==> src/rtl/sac_map.svh <==
// register map, field positions and reset values of the switch and check register bank
// assumes: 7-bit register address carried in each serial command
`ifndef SAC_MAP_SVH
`define SAC_MAP_SVH

// ==========================================================
// addresses
`define SAC_ADDR_SW 7'h01
`define SAC_ADDR_CFG 7'h02
`define SAC_ADDR_FLAGS 7'h03
`define SAC_ADDR_BURST 7'h05
`define SAC_ADDR_SRST 7'h0B

// ==========================================================
// reset values
`define SAC_SW_RST 4'h0
`define SAC_CFG_RST 3'h6

// ==========================================================
// field positions
`define SAC_SW_MSB 3
`define SAC_CFG_RW_BIT 2
`define SAC_CFG_SCLK_BIT 1
`define SAC_CFG_CRC_BIT 0

// ==========================================================
// serial clock counts per command
`define SAC_SCLK_PLAIN 16
`define SAC_SCLK_CRC 24

`endif

==> src/rtl/sac_pkg.sv <==
// types shared by the switch and check register bank
// assumes: sac_map.svh supplies the numbers
package sac_pkg;
	// one register command handed over by the serial frame engine
	typedef struct packed {
		logic write; // 1 write, 0 read
		logic [6:0] addr; // register address
		logic [7:0] data; // write data
	} sac_cmd_type;

	// the three check enables, msb first as in the register
	typedef struct packed {
		logic rwEn; // invalid address check
		logic sclkEn; // clock count check
		logic crcEn; // checksum check, 24-bit frames
	} sac_cfg_type;
endpackage

==> src/rtl/sac_mult_chk.sv <==
// tells whether a frame's serial clock count fits a command length
// assumes: count sampled on the frame's end pulse, same clock as caller
`timescale 1ns/10ps
module sac_mult_chk #(
	parameter int CNT_W = 16,
	parameter int UNIT = 16
) (
	// frame count
	input wire logic [CNT_W-1:0] count,
	// verdicts
	output logic isExact,
	output logic isMultiple
);
	localparam logic [CNT_W-1:0] UNIT_C = CNT_W'(UNIT);

	// ==========================================================
	// exact length and whole multiple, zero never counts as a frame
	always_comb begin
		isExact = (count == UNIT_C);
		isMultiple = (count != '0) && ((count % UNIT_C) == '0);
	end
endmodule

==> src/rtl/sac_regs.sv <==
// switch state and error check configuration registers
// assumes: a serial frame engine on mclk decodes commands and counts clocks
// Operation
// - switch bits close switches one to four
// - upper unused bits read zero, ignore writes
// - switch state at one, resets open
// - check config at two, resets to 0x06
// - bit two enables invalid address check
// - bit one enables clock count check
// - plain single frames need exactly 16 clocks
// - checksum single frames need exactly 24 clocks
// - plain burst frames need multiples of 16
// - checksum burst frames need multiples of 24
// - bit zero enables checksum, 24-bit frames
// - writing a read-only register flags invalid address
// - chained mode sends every command to switches
`timescale 1ns/10ps
`include "sac_map.svh"
module sac_regs #(
	parameter int CNT_W = 16
) (
	// clock and reset
	input wire logic mclk,
	input wire logic arst_n,
	// command from the frame engine
	input wire logic cmdValid,
	input wire sac_pkg::sac_cmd_type cmd,
	// mode levels and resets kept by the engine
	input wire logic burstMode,
	input wire logic chainMode,
	input wire logic softReset,
	// end of a chip-select frame with its clock count
	input wire logic frameEnd,
	input wire logic [CNT_W-1:0] frameClocks,
	// switch drive
	output logic [3:0] switchClose,
	// check enables and frame length
	output sac_pkg::sac_cfg_type checkEn,
	output logic [4:0] frameBits,
	// read answer
	output logic [7:0] rdData,
	output logic rdValid,
	// events
	output logic swWrite,
	output logic cfgWrite,
	output logic rwAddrErr,
	output logic sclkCountErr
);
	// ==========================================================
	// storage, only implemented bits exist
	logic [3:0] swState_reg; // switch closures
	sac_pkg::sac_cfg_type cfg_reg; // check enables
	logic [4:0] frameBits_reg; // current frame length
	logic [7:0] rdData_reg; // read answer
	logic rdValid_reg; // read answer valid
	logic swWrite_reg; // switch state written
	logic cfgWrite_reg; // configuration written
	logic rwErr_reg; // invalid address event
	logic sclkErr_reg; // clock count event

	// decode of the current command
	logic wrSw; // write lands in switch state
	logic wrCfg; // write lands in configuration
	logic badAddr; // nonexistent or read-only target
	logic exact16;
	logic mult16;
	logic exact24;
	logic mult24;
	logic countOk;

	// ==========================================================
	// command decode
	always_comb begin
		// chained mode has no address, so everything hits the switches
		wrSw = cmdValid && (chainMode || (cmd.write && cmd.addr == `SAC_ADDR_SW));
		wrCfg = cmdValid && !chainMode && cmd.write && cmd.addr == `SAC_ADDR_CFG;
		badAddr = 1'b0;
		if (cmdValid && !chainMode) begin
			unique case (cmd.addr)
				`SAC_ADDR_SW, `SAC_ADDR_CFG, `SAC_ADDR_BURST, `SAC_ADDR_SRST: begin
					badAddr = 1'b0;
				end
				// flags register may be read but never written
				`SAC_ADDR_FLAGS: begin
					badAddr = cmd.write;
				end
				default: begin
					badAddr = 1'b1;
				end
			endcase
		end
	end

	// ==========================================================
	// clock count judges, one per command length
	sac_mult_chk #(.CNT_W(CNT_W), .UNIT(`SAC_SCLK_PLAIN)) u_chk16 (
		.count(frameClocks),
		.isExact(exact16),
		.isMultiple(mult16)
	);
	sac_mult_chk #(.CNT_W(CNT_W), .UNIT(`SAC_SCLK_CRC)) u_chk24 (
		.count(frameClocks),
		.isExact(exact24),
		.isMultiple(mult24)
	);

	// pick the expectation from checksum and burst settings
	always_comb begin
		unique case ({cfg_reg.crcEn, burstMode})
			2'b00: countOk = exact16;
			2'b10: countOk = exact24;
			2'b01: countOk = mult16;
			2'b11: countOk = mult24;
		endcase
	end

	// ==========================================================
	// switch state register
	always_ff @(posedge mclk or negedge arst_n) begin
		if (!arst_n) begin
			swState_reg <= `SAC_SW_RST;
		end else if (softReset) begin
			swState_reg <= `SAC_SW_RST;
		end else if (wrSw) begin
			// upper data bits are dropped, they have no storage
			swState_reg <= cmd.data[`SAC_SW_MSB:0];
		end
	end

	// ==========================================================
	// check configuration register
	always_ff @(posedge mclk or negedge arst_n) begin
		if (!arst_n) begin
			cfg_reg <= `SAC_CFG_RST;
		end else if (softReset) begin
			cfg_reg <= `SAC_CFG_RST;
		end else if (wrCfg) begin
			cfg_reg.rwEn <= cmd.data[`SAC_CFG_RW_BIT];
			cfg_reg.sclkEn <= cmd.data[`SAC_CFG_SCLK_BIT];
			cfg_reg.crcEn <= cmd.data[`SAC_CFG_CRC_BIT];
		end
	end

	// frame length follows the checksum enable, registered for the engine
	always_ff @(posedge mclk or negedge arst_n) begin
		if (!arst_n) begin
			frameBits_reg <= 5'(`SAC_SCLK_PLAIN);
		end else begin
			frameBits_reg <= cfg_reg.crcEn ? 5'(`SAC_SCLK_CRC) : 5'(`SAC_SCLK_PLAIN);
		end
	end

	// ==========================================================
	// read answer, unused bits always zero
	always_ff @(posedge mclk or negedge arst_n) begin
		if (!arst_n) begin
			rdData_reg <= 8'h00;
			rdValid_reg <= 1'b0;
		end else begin
			rdValid_reg <= cmdValid && !chainMode && !cmd.write;
			if (cmd.addr == `SAC_ADDR_SW) begin
				rdData_reg <= {4'h0, swState_reg};
			end else if (cmd.addr == `SAC_ADDR_CFG) begin
				rdData_reg <= {5'h00, cfg_reg};
			end else begin
				// other registers are merged in by the engine
				rdData_reg <= 8'h00;
			end
		end
	end

	// ==========================================================
	// events: write strobes and gated error pulses
	always_ff @(posedge mclk or negedge arst_n) begin
		if (!arst_n) begin
			swWrite_reg <= 1'b0;
			cfgWrite_reg <= 1'b0;
			rwErr_reg <= 1'b0;
			sclkErr_reg <= 1'b0;
		end else begin
			swWrite_reg <= wrSw && !softReset;
			cfgWrite_reg <= wrCfg && !softReset;
			// a disabled check stays silent whatever arrives
			rwErr_reg <= badAddr && cfg_reg.rwEn;
			sclkErr_reg <= frameEnd && cfg_reg.sclkEn && !countOk;
		end
	end

	// outputs straight from flops
	assign switchClose = swState_reg;
	assign checkEn = cfg_reg;
	assign frameBits = frameBits_reg;
	assign rdData = rdData_reg;
	assign rdValid = rdValid_reg;
	assign swWrite = swWrite_reg;
	assign cfgWrite = cfgWrite_reg;
	assign rwAddrErr = rwErr_reg;
	assign sclkCountErr = sclkErr_reg;
endmodule

==> config.mk <==
export PLATFORM = sky130hd
export DESIGN_NAME = sac_regs
export DESIGN_NICKNAME = d
export VERILOG_FILES = /design/src/rtl/sac_pkg.sv /design/src/rtl/sac_mult_chk.sv /design/src/rtl/sac_regs.sv
export VERILOG_INCLUDE_DIRS = /design/src /design/src/rtl
export SDC_FILE = /design/constraint.sdc
export NUM_CORES = 1
export LEC_CHECK = 0
export BUFFER_PORTS_ARGS = -buffer_cell sky130_fd_sc_hd__buf_4
export CORE_MARGIN = 1.5
export CORE_UTILIZATION = 45
export DETAILED_ROUTE_END_ITERATION = 8
export PLACE_DENSITY = 0.73
export SYNTH_ARGS = -nofsm -noshare
export SYNTH_HDL_FRONTEND = slang
export SYNTH_SLANG_ARGS = --single-unit
==> constraint.sdc <==
create_clock -name mclk -period 5.8 [get_ports mclk]
set_clock_uncertainty 0.2 [all_clocks]
set_input_delay 0.58 -clock mclk [delete_from_list [all_inputs] [get_ports mclk]]
set_output_delay 0.58 -clock mclk [all_outputs]
set_load 0.005 [all_outputs]
==> results of run 1 <==
## power by group
part,switching [mW],internal (mW)
Sequential,0.00151,0.121
Combinational,0.0894,0.0640
Clock,0.0372,0.0476
## per-stage QoR
step                hold slack (ns)  instances  area, um2  util [%]
floorplan                   0.08441        248       1994         -
global placement             0.2471        329       2315     56.25
detailed placement           0.2542        329       2315     56.25
CTS                          0.3011        334       2371     57.62
global route                 0.3081        334       2371     57.62
finish                       0.3054        334       2371     57.62
## layout make-up
cell class,instances,share of cell area [%]
repair buffers,52,16.57
clock inverters,1,0.2111
clock buffers,3,1.741
flip-flops and latches,17,18.05
inverters,10,1.583
well taps,50,2.639
multi-input cells,201,59.21
## routing by layer
metal / vias to the layer above / part of all wire, %
li1: 1002 / -
met1: 967 / 44
met2: 84 / 49
met3: 6 / 6.1
met4: 0 / 0.66
met5: - / 0
## cells in the final DEF (no fill, tap or decap), types with 2 or more instances in the layout
cell,Yosys,final
buf_4,10,51
nor2_1,26,26
a21oi_1,15,15
dfrtp_1,15,15
nor3_1,10,10
nand2_1,10,10
inv_1,9,9
o21ai_0,8,8
conb_1,2,8
nor2b_1,6,6
or3_1,5,5
a22oi_1,5,5
nand3b_1,5,5
o211ai_1,5,5
nand3_1,5,5
nor4_1,5,5
mux2i_1,5,5
nand4_1,4,4
nand2b_1,4,4
a31oi_1,3,3
xnor2_1,3,3
o21ai_1,3,3
and3_1,3,3
clkbuf_8,0,3
o311ai_0,2,2
and4bb_2,2,2
a221oi_2,2,2
xor2_1,2,2
nor3b_1,2,2
or3b_1,2,2
o31ai_1,2,2
o22ai_1,2,2
a311oi_2,2,2
a32o_1,2,2
a21o_1,2,2
a211oi_2,2,2
o2111ai_1,2,2
a311oi_1,2,2
a211o_1,2,2
dfstp_2,2,2
## worst paths after layout
kind                                   to  slack, ns  depth (start not counted)
setup / recovery             sclkCountErr       2.51                         11
hold / removal                    rdValid       0.31                          2
setup reg to reg             sclkCountErr       3.77                          6
hold reg to reg            switchClose[3]       0.36                          2
max in group asynchronous      checkEn[2]       4.62                          2
min in group asynchronous         rdValid       0.53                          2
## timing repair
| action | in CTS | in global routing |
|---|---|---|
| endpoints found under the hold margin | 15 | 0 |
| hold buffers | 1 | 0 |
| gates resized for setup | 0 | 0 |
## cells by family after synthesis
logic type	count (synthesis)	share of synthesized area [%]
simple gates	100	29.38
compound gates	83	35.53
buf+inv	30	8.248
flops	17	21.70
xor+xnor	5	2.221
mux	5	2.538
other cells	2	0.3809
==> impl_metrics.env, run 1 <==
export IMPL_synth_area_leaders="dfrtp_1, nor2_1, a21oi_1"
export IMPL_grtUsageMet2_pct=34.40
export IMPL_cts_root_buffer="clkbuf_8"
export IMPL_max_stage_delay_ns=0.39
export IMPL_netlist_area_mm2=0.001972
export IMPL_antennaDiodeCount=0
export IMPL_multi_input_area_mm2=0.001404
export IMPL_synthTopCellsByCount="nor2_1, a21oi_1, dfrtp_1"
export IMPL_drive_gt1_share_pct=29.58
export IMPL_avgSynthCellArea_um2=8.148
export IMPL_yosysWarnings=0
export IMPL_finalSetupViolations=0
export IMPL_place_ws_ns=2.281
export IMPL_cts_made_buffers=3
export IMPL_hp_class="in -> reg"
export IMPL_antenna_found_initial=0
export IMPL_synth_cell_types=77
export IMPL_startpoint_type="primary input"
export IMPL_p_leak_nw=1.005
export IMPL_endpoint_kind="register"
export IMPL_slowest_stage="o31ai_1"
export IMPL_core_area_mm2=0.004115
export IMPL_wl_per_cell_um=15.40
export IMPL_setup_ws_ns=2.511
export IMPL_fin_crit_ns=3.289
export IMPL_slew_violations=0
export IMPL_clock_sinks=17
export IMPL_die_w_um=69.20
export IMPL_cts_tree="yes"
export IMPL_first_global_vias=1863
export IMPL_arrival_ns=3.22
export IMPL_power_uw=361.1
export IMPL_antenna_left=0
export IMPL_grt_max_degree=19
export IMPL_relSlewSlack_pct=66.71
export IMPL_firstDrtPassIters=4
export IMPL_postCtsSetupBuffers=0
export IMPL_cts_buffer_depth=2
export IMPL_cap_violations=0
export IMPL_finalSetupTns_ns=0
export IMPL_synth_seq_area_share_pct=21.70
export IMPL_required_ns=5.73
export IMPL_n_fill_cell=402
export IMPL_worstHoldStart="cmd[15]"
export IMPL_start_util_pct=47.92
export IMPL_powerDensity_mw_per_mm2=152.3
export IMPL_crit_chain="buf_4, and3b_1, o31ai_1, o22ai_2, nor2_1, o211ai_1, a32o_1, o21ai_0, o221ai_2, and3_1, or3_1"
export IMPL_clk_latency_ns=0.25
export IMPL_dp_hpwl_um=3994
export IMPL_via_count=2059
export IMPL_ioPinCount=64
export IMPL_critPathLaunch="frameClocks[10]"
export IMPL_rsz0062_at_grt="no"
export IMPL_synthToLayoutAreaGrowth_pct=20.24
export IMPL_clk_pin_slew_ns=0.06
export IMPL_ys_ff_latch=17
export IMPL_clock_fmax_ghz=0.3040
export IMPL_synth_area_leader_cell="dfrtp_1"
export IMPL_r2r_start="checkEn[0]"
export IMPL_numPortBuffers=51
export IMPL_drc_errors=0
export IMPL_grtUsageMet3_pct=3.052
export IMPL_ctsHtreeMaxLevel=1
export IMPL_die_area_mm2=0.004788
export IMPL_grt_pass1_wl_um=8638
export IMPL_hold_viol_final=0
export IMPL_netlist_instances=242
export IMPL_ys_async_sr_fraction_pct=100.0
export IMPL_place_gp_congestion=0.9320
export IMPL_worst_slew_pin_slew_ns=0.4983
export IMPL_avgViaCountPerCell=6.165
export IMPL_yosys_area_top_type_share_pct=19.04
export IMPL_status="finished clean"
export IMPL_top_usage_layer="met2"
export IMPL_crit_fanout=15
export IMPL_synth_top_flop_cell="dfrtp_1"
export IMPL_synth_edf_count=0
export IMPL_worst_ir_drop_vdd_uv=101.4
export IMPL_yosysMostFrequentCell="nor2_1"
export IMPL_cp_top_family="compound AO/OA/AOI/OAI gates"
export IMPL_grt_usage_pct=20.87
export IMPL_grt_use_met1_pct=29.49
export IMPL_path_buf_inv=1
export IMPL_nets=324
export IMPL_ff_latch_area_um2=427.9
export IMPL_die_y_um=69.20
export IMPL_worst_setup_path_type="in -> reg"
export IMPL_rows=23
export IMPL_gr_total_overflow=0
export IMPL_drt_iter0_drc=180
export IMPL_drt_wl_total_um=5142
export IMPL_min_period_over_period_pct=56.71
No activity file was read; power rests on OpenSTA's default activity.
==> run 2: changes to the inputs <==
- ABC_AREA: default -> 1
- PLACE_DENSITY: 0.73 -> 0.8
- clock period: 5.8 -> 3.1 ns (I/O delays scaled with it)
==> impl_metrics.env, run 2 <==
export IMPL_core_area_mm2=0.002758
export IMPL_slew_violations=0
export IMPL_netlist_instances=195
export IMPL_avgSynthCellArea_um2=6.673
export IMPL_fin_crit_ns=3.024
export IMPL_rows=19
export IMPL_dp_hpwl_um=2382
export IMPL_yosys_area_share_adder_pct=0
export IMPL_grt_pass1_wl_um=4733
export IMPL_n_fill_cell=253
export IMPL_crit_fanout=4
export IMPL_clock_fmax_ghz=0.3307
export IMPL_synth_area_leaders="dfrtp_1, nand2_1, inv_1"
export IMPL_cts_tree="yes"
export IMPL_nets=295
export IMPL_wl_per_cell_um=10.60
export IMPL_final_core_util_pct=66.74
export IMPL_ys_async_sr_fraction_pct=100.0
export IMPL_grt_usage_pct=18.20
export IMPL_numPortBuffers=51
export IMPL_grt_use_met1_pct=22.64
export IMPL_cts_made_buffers=3
export IMPL_clock_sinks=17
export IMPL_synth_area_leader_cell="dfrtp_1"
export IMPL_synth_xor_area_share_pct=0.6731
export IMPL_power_uw=574.6
export IMPL_intPower_uw=376.1
export IMPL_die_w_um=56.78
export IMPL_comb_power_share_pct=39.9
export IMPL_start_util_pct=47.19
export IMPL_first_global_vias=1175
export IMPL_ys_ff_latch=17
export IMPL_seqPwrFrac_pct=39.9
export IMPL_startpoint_type="primary input"
export IMPL_netlist_area_mm2=0.001301
export IMPL_multi_input_area_um2=768.2
export IMPL_clk_latency_ns=0.29
export IMPL_drive_gt1_share_pct=38.43
export IMPL_synthToLayoutAreaGrowth_pct=41.44
export IMPL_grtUsageMet3_pct=5.300
export IMPL_synth_top_family_by_area="simple AND/OR/NAND/NOR gates"
export IMPL_firstDrtPassIters=4
export IMPL_grtUsageMet2_pct=32.23
export IMPL_finalSetupViolations=0
export IMPL_cap_violations=0
export IMPL_final_common_cell="buf_4"
export IMPL_ff_latch_area_um2=427.9
export IMPL_synth_cell_types=26
export IMPL_synth_edf_count=0
export IMPL_drc_errors=0
export IMPL_cts_root_buffer="clkbuf_4"
export IMPL_synth_mux_area_share_pct=0
export IMPL_yosys_area_top_type_share_pct=28.85
export IMPL_hp_class="in -> reg"
export IMPL_drt_wl_total_um=3032
export IMPL_place_gp_congestion=0.7888
export IMPL_hold_viol_final=0
export IMPL_clk_pin_slew_ns=0.09
export IMPL_reg2reg_setup_slack_ns=1.87
export IMPL_power_switching_uw=198.5
export IMPL_grt_max_degree=18
export IMPL_yosysMostFrequentCell="nand2_1"
export IMPL_endpoint_kind="register"
export IMPL_die_y_um=56.78
export IMPL_drt_iter0_drc=58
export IMPL_rsz0062_at_grt="yes"
export IMPL_die_area_mm2=0.003223
export IMPL_yosysWarnings=0
export IMPL_cts_buffer_depth=2
export IMPL_via_count=1392
export IMPL_worst_hold_slack_ns=0.02371
export IMPL_antennaDiodeCount=0
export IMPL_synthTopCellsByCount="nand2_1, inv_1, nand3_1"
export IMPL_synth_top_flop_cell="dfrtp_1"
export IMPL_p_leak_nw=1.028
export IMPL_avgViaCountPerCell=4.867
export IMPL_p_clk_share_pct=20.2
export IMPL_min_period_over_period_pct=97.54
export IMPL_required_ns=3.13
export IMPL_p_sw_share_pct=34.54
export IMPL_status="finished clean"
export IMPL_ctsHtreeMaxLevel=1
export IMPL_powerDensity_mw_per_mm2=312.2
export IMPL_most_common_layout_cells="buf_4, nand2_1, inv_1"
export IMPL_antenna_found_initial=0
export IMPL_antenna_left=0
export IMPL_synthSimpleGateAreaFrac_pct=38.37
export IMPL_arrival_ns=3.05
export IMPL_worst_ir_drop_vdd_uv=270.7
export IMPL_synth_seq_area_share_pct=32.88
export IMPL_synth_compound_area_share_pct=12.50
export IMPL_worst_setup_path_type="in -> reg"
export IMPL_gr_total_overflow=0
export IMPL_ioPinCount=64
export IMPL_top_usage_layer="met2"
## run 2: cell count changes after synthesis, sizes merged, moves of 8 or more
cell   change
nand2     +45
inv       +27
nand3     +19
nor2      -13
a21oi     -10
buf        -8
nor3       -8
## run 2: layout make-up
cell class                      instances  area share, %
Sequential cell                        17          23.25
Inverter                               36          7.478
Timing Repair Buffer                   58          23.93
Clock buffer                            3          1.224
Multi-Input combinational cell        140          41.74
Clock inverter                          1         0.2719
Tap cell                               31          2.107
## run 2: cell families (layout without fill, tap and decap cells)
| group | after synthesis | count (layout) |
|---|---|---|
| compound gates | 26 | 26 |
| xor+xnor | 1 | 1 |
| buf+inv | 44 | 98 |
| flops | 17 | 17 |
| other cells | 2 | 8 |
| simple gates | 105 | 105 |
## run 2: per-stage QoR
| step | std cells | setup WS (ns) | TNS (ns) | area (um2) |
|---|---|---|---|---|
| after floorplan | 201 | 0.2616 | 0 | 1324 |
| after global placement | 279 | -0.08355 | -0.08355 | 1715 |
| after detailed placement | 279 | -0.1996 | -0.1996 | 1715 |
| after CTS | 285 | 0.1145 | 0 | 1763 |
| after global routing | 286 | -0.2492 | -0.2492 | 1841 |
| final | 286 | 0.07616 | 0 | 1841 |
## run 2: what timing repair did
action	in CTS	in global routing
endpoints found under the setup margin	0	1
setup buffers	0	1
hold endpoints to repair	18	0
resized for setup	0	19
hold buffers	2	0
## run 2: power by group through the flow
| stage | clock, mW | combinational (mW) | sequential [mW] |
|---|---|---|---|
| after global placement | 0 | 0.194 | 0.233 |
| after floorplan | 0 | 0.125 | 0.234 |
| after global routing | 0.132 | 0.258 | 0.230 |
| final | 0.116 | 0.229 | 0.229 |
| after CTS | 0.120 | 0.202 | 0.229 |
| after detailed placement | 0 | 0.199 | 0.233 |
## run 2: critical path, cell delays in order
cell and delay (ns):
buf_4 0.13, inv_4 0.06, nand3_1 0.09, nand2_2 0.10, nand2_4 0.06, nand2_1 0.05, nand2_1 0.06, o21ai_2 0.12
nand2_2 0.09, o21bai_2 0.12, nand2_2 0.08, o21ai_2 0.14, nand2_2 0.09, o21ai_1 0.12, nand2_1 0.11, o21ai_1 0.13
nand2_1 0.11, o21a_1 0.22, o31ai_2 0.18, nand2_1 0.14, o21ai_1 0.15, nand2_1 0.08, inv_1 0.07, a21oi_2 0.03
nand2_1 0.05, nand2_1 0.06, a21oi_2 0.11
## run 2: path summary, 6_finish.rpt
| path | from | endpoint | cells after the start |
|---|---|---|---|
| setup / recovery | frameClocks[15] | sclkCountErr | 27 |
| hold / removal | cmd[3] | switchClose[3] | 3 |
| setup reg to reg | checkEn[2] | rwAddrErr | 2 |
| hold reg to reg | checkEn[0] | frameBits[3] | 0 |
| max in group asynchronous | arst_n | checkEn[1] | 2 |
| min in group asynchronous | arst_n | rdData[3] | 2 |
## run 2: metal layers
metal  up-vias  wire length [um]
met3         0               147
met2        33              1573
met4         0                 0
met5         -                 0
met1       627              1310
li1        732                 -
==> run 3: changes to the inputs <==
- CORE_UTILIZATION: 45 -> 46
- PLACE_DENSITY: 0.8 -> 0.81
- clock period: 3.1 -> 3.4 ns (I/O delays scaled with it)
==> impl_metrics.env, run 3 (synthesis results as in run 2) <==
export IMPL_status="finished clean"
export IMPL_start_util_pct=48.01
export IMPL_drive_gt1_share_pct=31.08
export IMPL_min_period_over_period_pct=88.90
export IMPL_die_area_mm2=0.003157
export IMPL_p_sw_share_pct=32.77
export IMPL_cap_violations=0
export IMPL_numPortBuffers=51
export IMPL_arrival_ns=2.99
export IMPL_gr_total_overflow=0
export IMPL_cts_tree="yes"
export IMPL_power_switching_uw=161.9
export IMPL_worst_ir_drop_vdd_uv=239.3
export IMPL_most_common_layout_cells="buf_4, nand2_1, inv_1"
export IMPL_worst_setup_path_type="in -> reg"
export IMPL_antenna_left=0
export IMPL_grt_usage_pct=18.58
export IMPL_grt_max_degree=18
export IMPL_place_gp_congestion=0.8151
export IMPL_critPathLaunch="frameClocks[13]"
export IMPL_firstDrtPassIters=4
export IMPL_cts_made_buffers=3
export IMPL_endpoint_kind="register"
export IMPL_cp_endpoint="sclkCountErr"
export IMPL_hold_viol_final=0
export IMPL_critical_path_most_common_cell="nand2_1"
export IMPL_antenna_found_initial=0
export IMPL_drc_errors=0
export IMPL_clock_fmax_ghz=0.3308
export IMPL_intPower_uw=332.0
export IMPL_clock_sinks=17
export IMPL_drt_wl_total_um=2801
export IMPL_reg2reg_setup_slack_ns=2.17
export IMPL_clk_latency_ns=0.29
export IMPL_via_count=1367
export IMPL_rsz0062_at_grt="no"
export IMPL_reg2reg_depth=3
export IMPL_cts_buffer_depth=2
export IMPL_rows=19
export IMPL_p_clk_share_pct=21.2
export IMPL_ioPinCount=64
export IMPL_die_y_um=56.19
export IMPL_ctsHtreeMaxLevel=1
export IMPL_drt_iter0_drc=53
export IMPL_wl_per_cell_um=9.933
export IMPL_clk_pin_slew_ns=0.09
export IMPL_comb_power_share_pct=36.5
export IMPL_r2r_start="checkEn[0]"
export IMPL_core_area_mm2=0.002710
export IMPL_synthToLayoutAreaGrowth_pct=34.04
export IMPL_timing_rr_end="sclkCountErr"
export IMPL_nets=291
export IMPL_slowest_stage="o21a_1"
export IMPL_first_global_vias=1179
export IMPL_seqPwrFrac_pct=42.3
export IMPL_grt_pass1_wl_um=4802
export IMPL_hp_class="in -> reg"
export IMPL_final_core_util_pct=64.36
export IMPL_powerDensity_mw_per_mm2=283.2
export IMPL_die_w_um=56.19
export IMPL_p_leak_nw=0.9915
export IMPL_finalSetupViolations=0
export IMPL_avgViaCountPerCell=4.848
export IMPL_cts_root_buffer="clkbuf_4"
export IMPL_dp_hpwl_um=2296
export IMPL_antennaDiodeCount=0
export IMPL_max_stage_delay_ns=0.20
export IMPL_fin_crit_ns=3.023
export IMPL_startpoint_type="primary input"
export IMPL_finalSetupTns_ns=0
export IMPL_slew_violations=0
export IMPL_worst_hold_slack_ns=0.05814
export IMPL_crit_fanout=4
export IMPL_final_common_cell="buf_4"
export IMPL_required_ns=3.37
[run 3: changes by cell type in the layout (fill, tap and decap cells not counted), moves of 3 or more]
cell and delta:
nand2_1 +7, nand2_2 -6, buf_4 -4, nand3_1 +4, nand3_2 -3
[run 3: layer usage]
metal	share of wire (%)	GRT usage, %	vias to the layer above	wire length (um)
met1	47	25.00	617	1312
met3	3.6	3.721	0	101
met2	50	31.43	27	1387
li1	-	-	723	-
met4	0	3.061	0	0
met5	0	0	-	0
[run 3: layout make-up]
class,count,area (um2)
clock buffer,4,26.28
fill,263,965.9
inverter,36,135.1
multi-input combinational,140,705.7
sequential,17,427.9
tap,31,38.79
timing repair buffer,54,410.4
[run 3: how the worst min path moves through the flow]
stage	endpoint	start	cells past startpoint	slack, ns
global route	cfgWrite	softReset	2	0.05
floorplan	cfgWrite	arst_n	0	-0.16
CTS	rdValid	cmd[15]	2	0.005
detailed placement	rdData[3]	arst_n	1	0.01
finish	cfgWrite	softReset	2	0.06
global placement	rdData[3]	arst_n	1	0.009
[run 3: per-stage QoR]
| stage | worst slack (ns) | instances | power, mW | instance area [um2] |
|---|---|---|---|---|
| detailed placement | 0.02908 | 275 | 0.3878 | 1685 |
| global route | 0.01479 | 282 | 0.5343 | 1744 |
| CTS | 0.3307 | 280 | 0.4919 | 1722 |
| floorplan | 0.5316 | 201 | 0.3276 | 1324 |
| global placement | 0.1779 | 275 | 0.3832 | 1685 |
| finish | 0.3772 | 282 | 0.4939 | 1744 |
[run 3: timing repair]
action                                  CTS  global route
hold buffers                              1             1
resized for setup                         0             1
endpoints found under the setup margin    0             1
hold endpoints to repair                 17             1
setup buffers                             0             1
[run 3: critical path: cells and delay by family]
family / cells / cell delay, ns
buf+inv: 2 / 0.21
simple gates: 15 / 1.27
compound gates: 9 / 1.19
[run 3: power by group through the flow]
stage	Combinational, mW	Clock, mW	Sequential, mW
detailed placement	0.175	0	0.213
global route	0.206	0.119	0.209
global placement	0.170	0	0.213
floorplan	0.114	0	0.213
CTS	0.176	0.107	0.209
finish	0.180	0.105	0.209
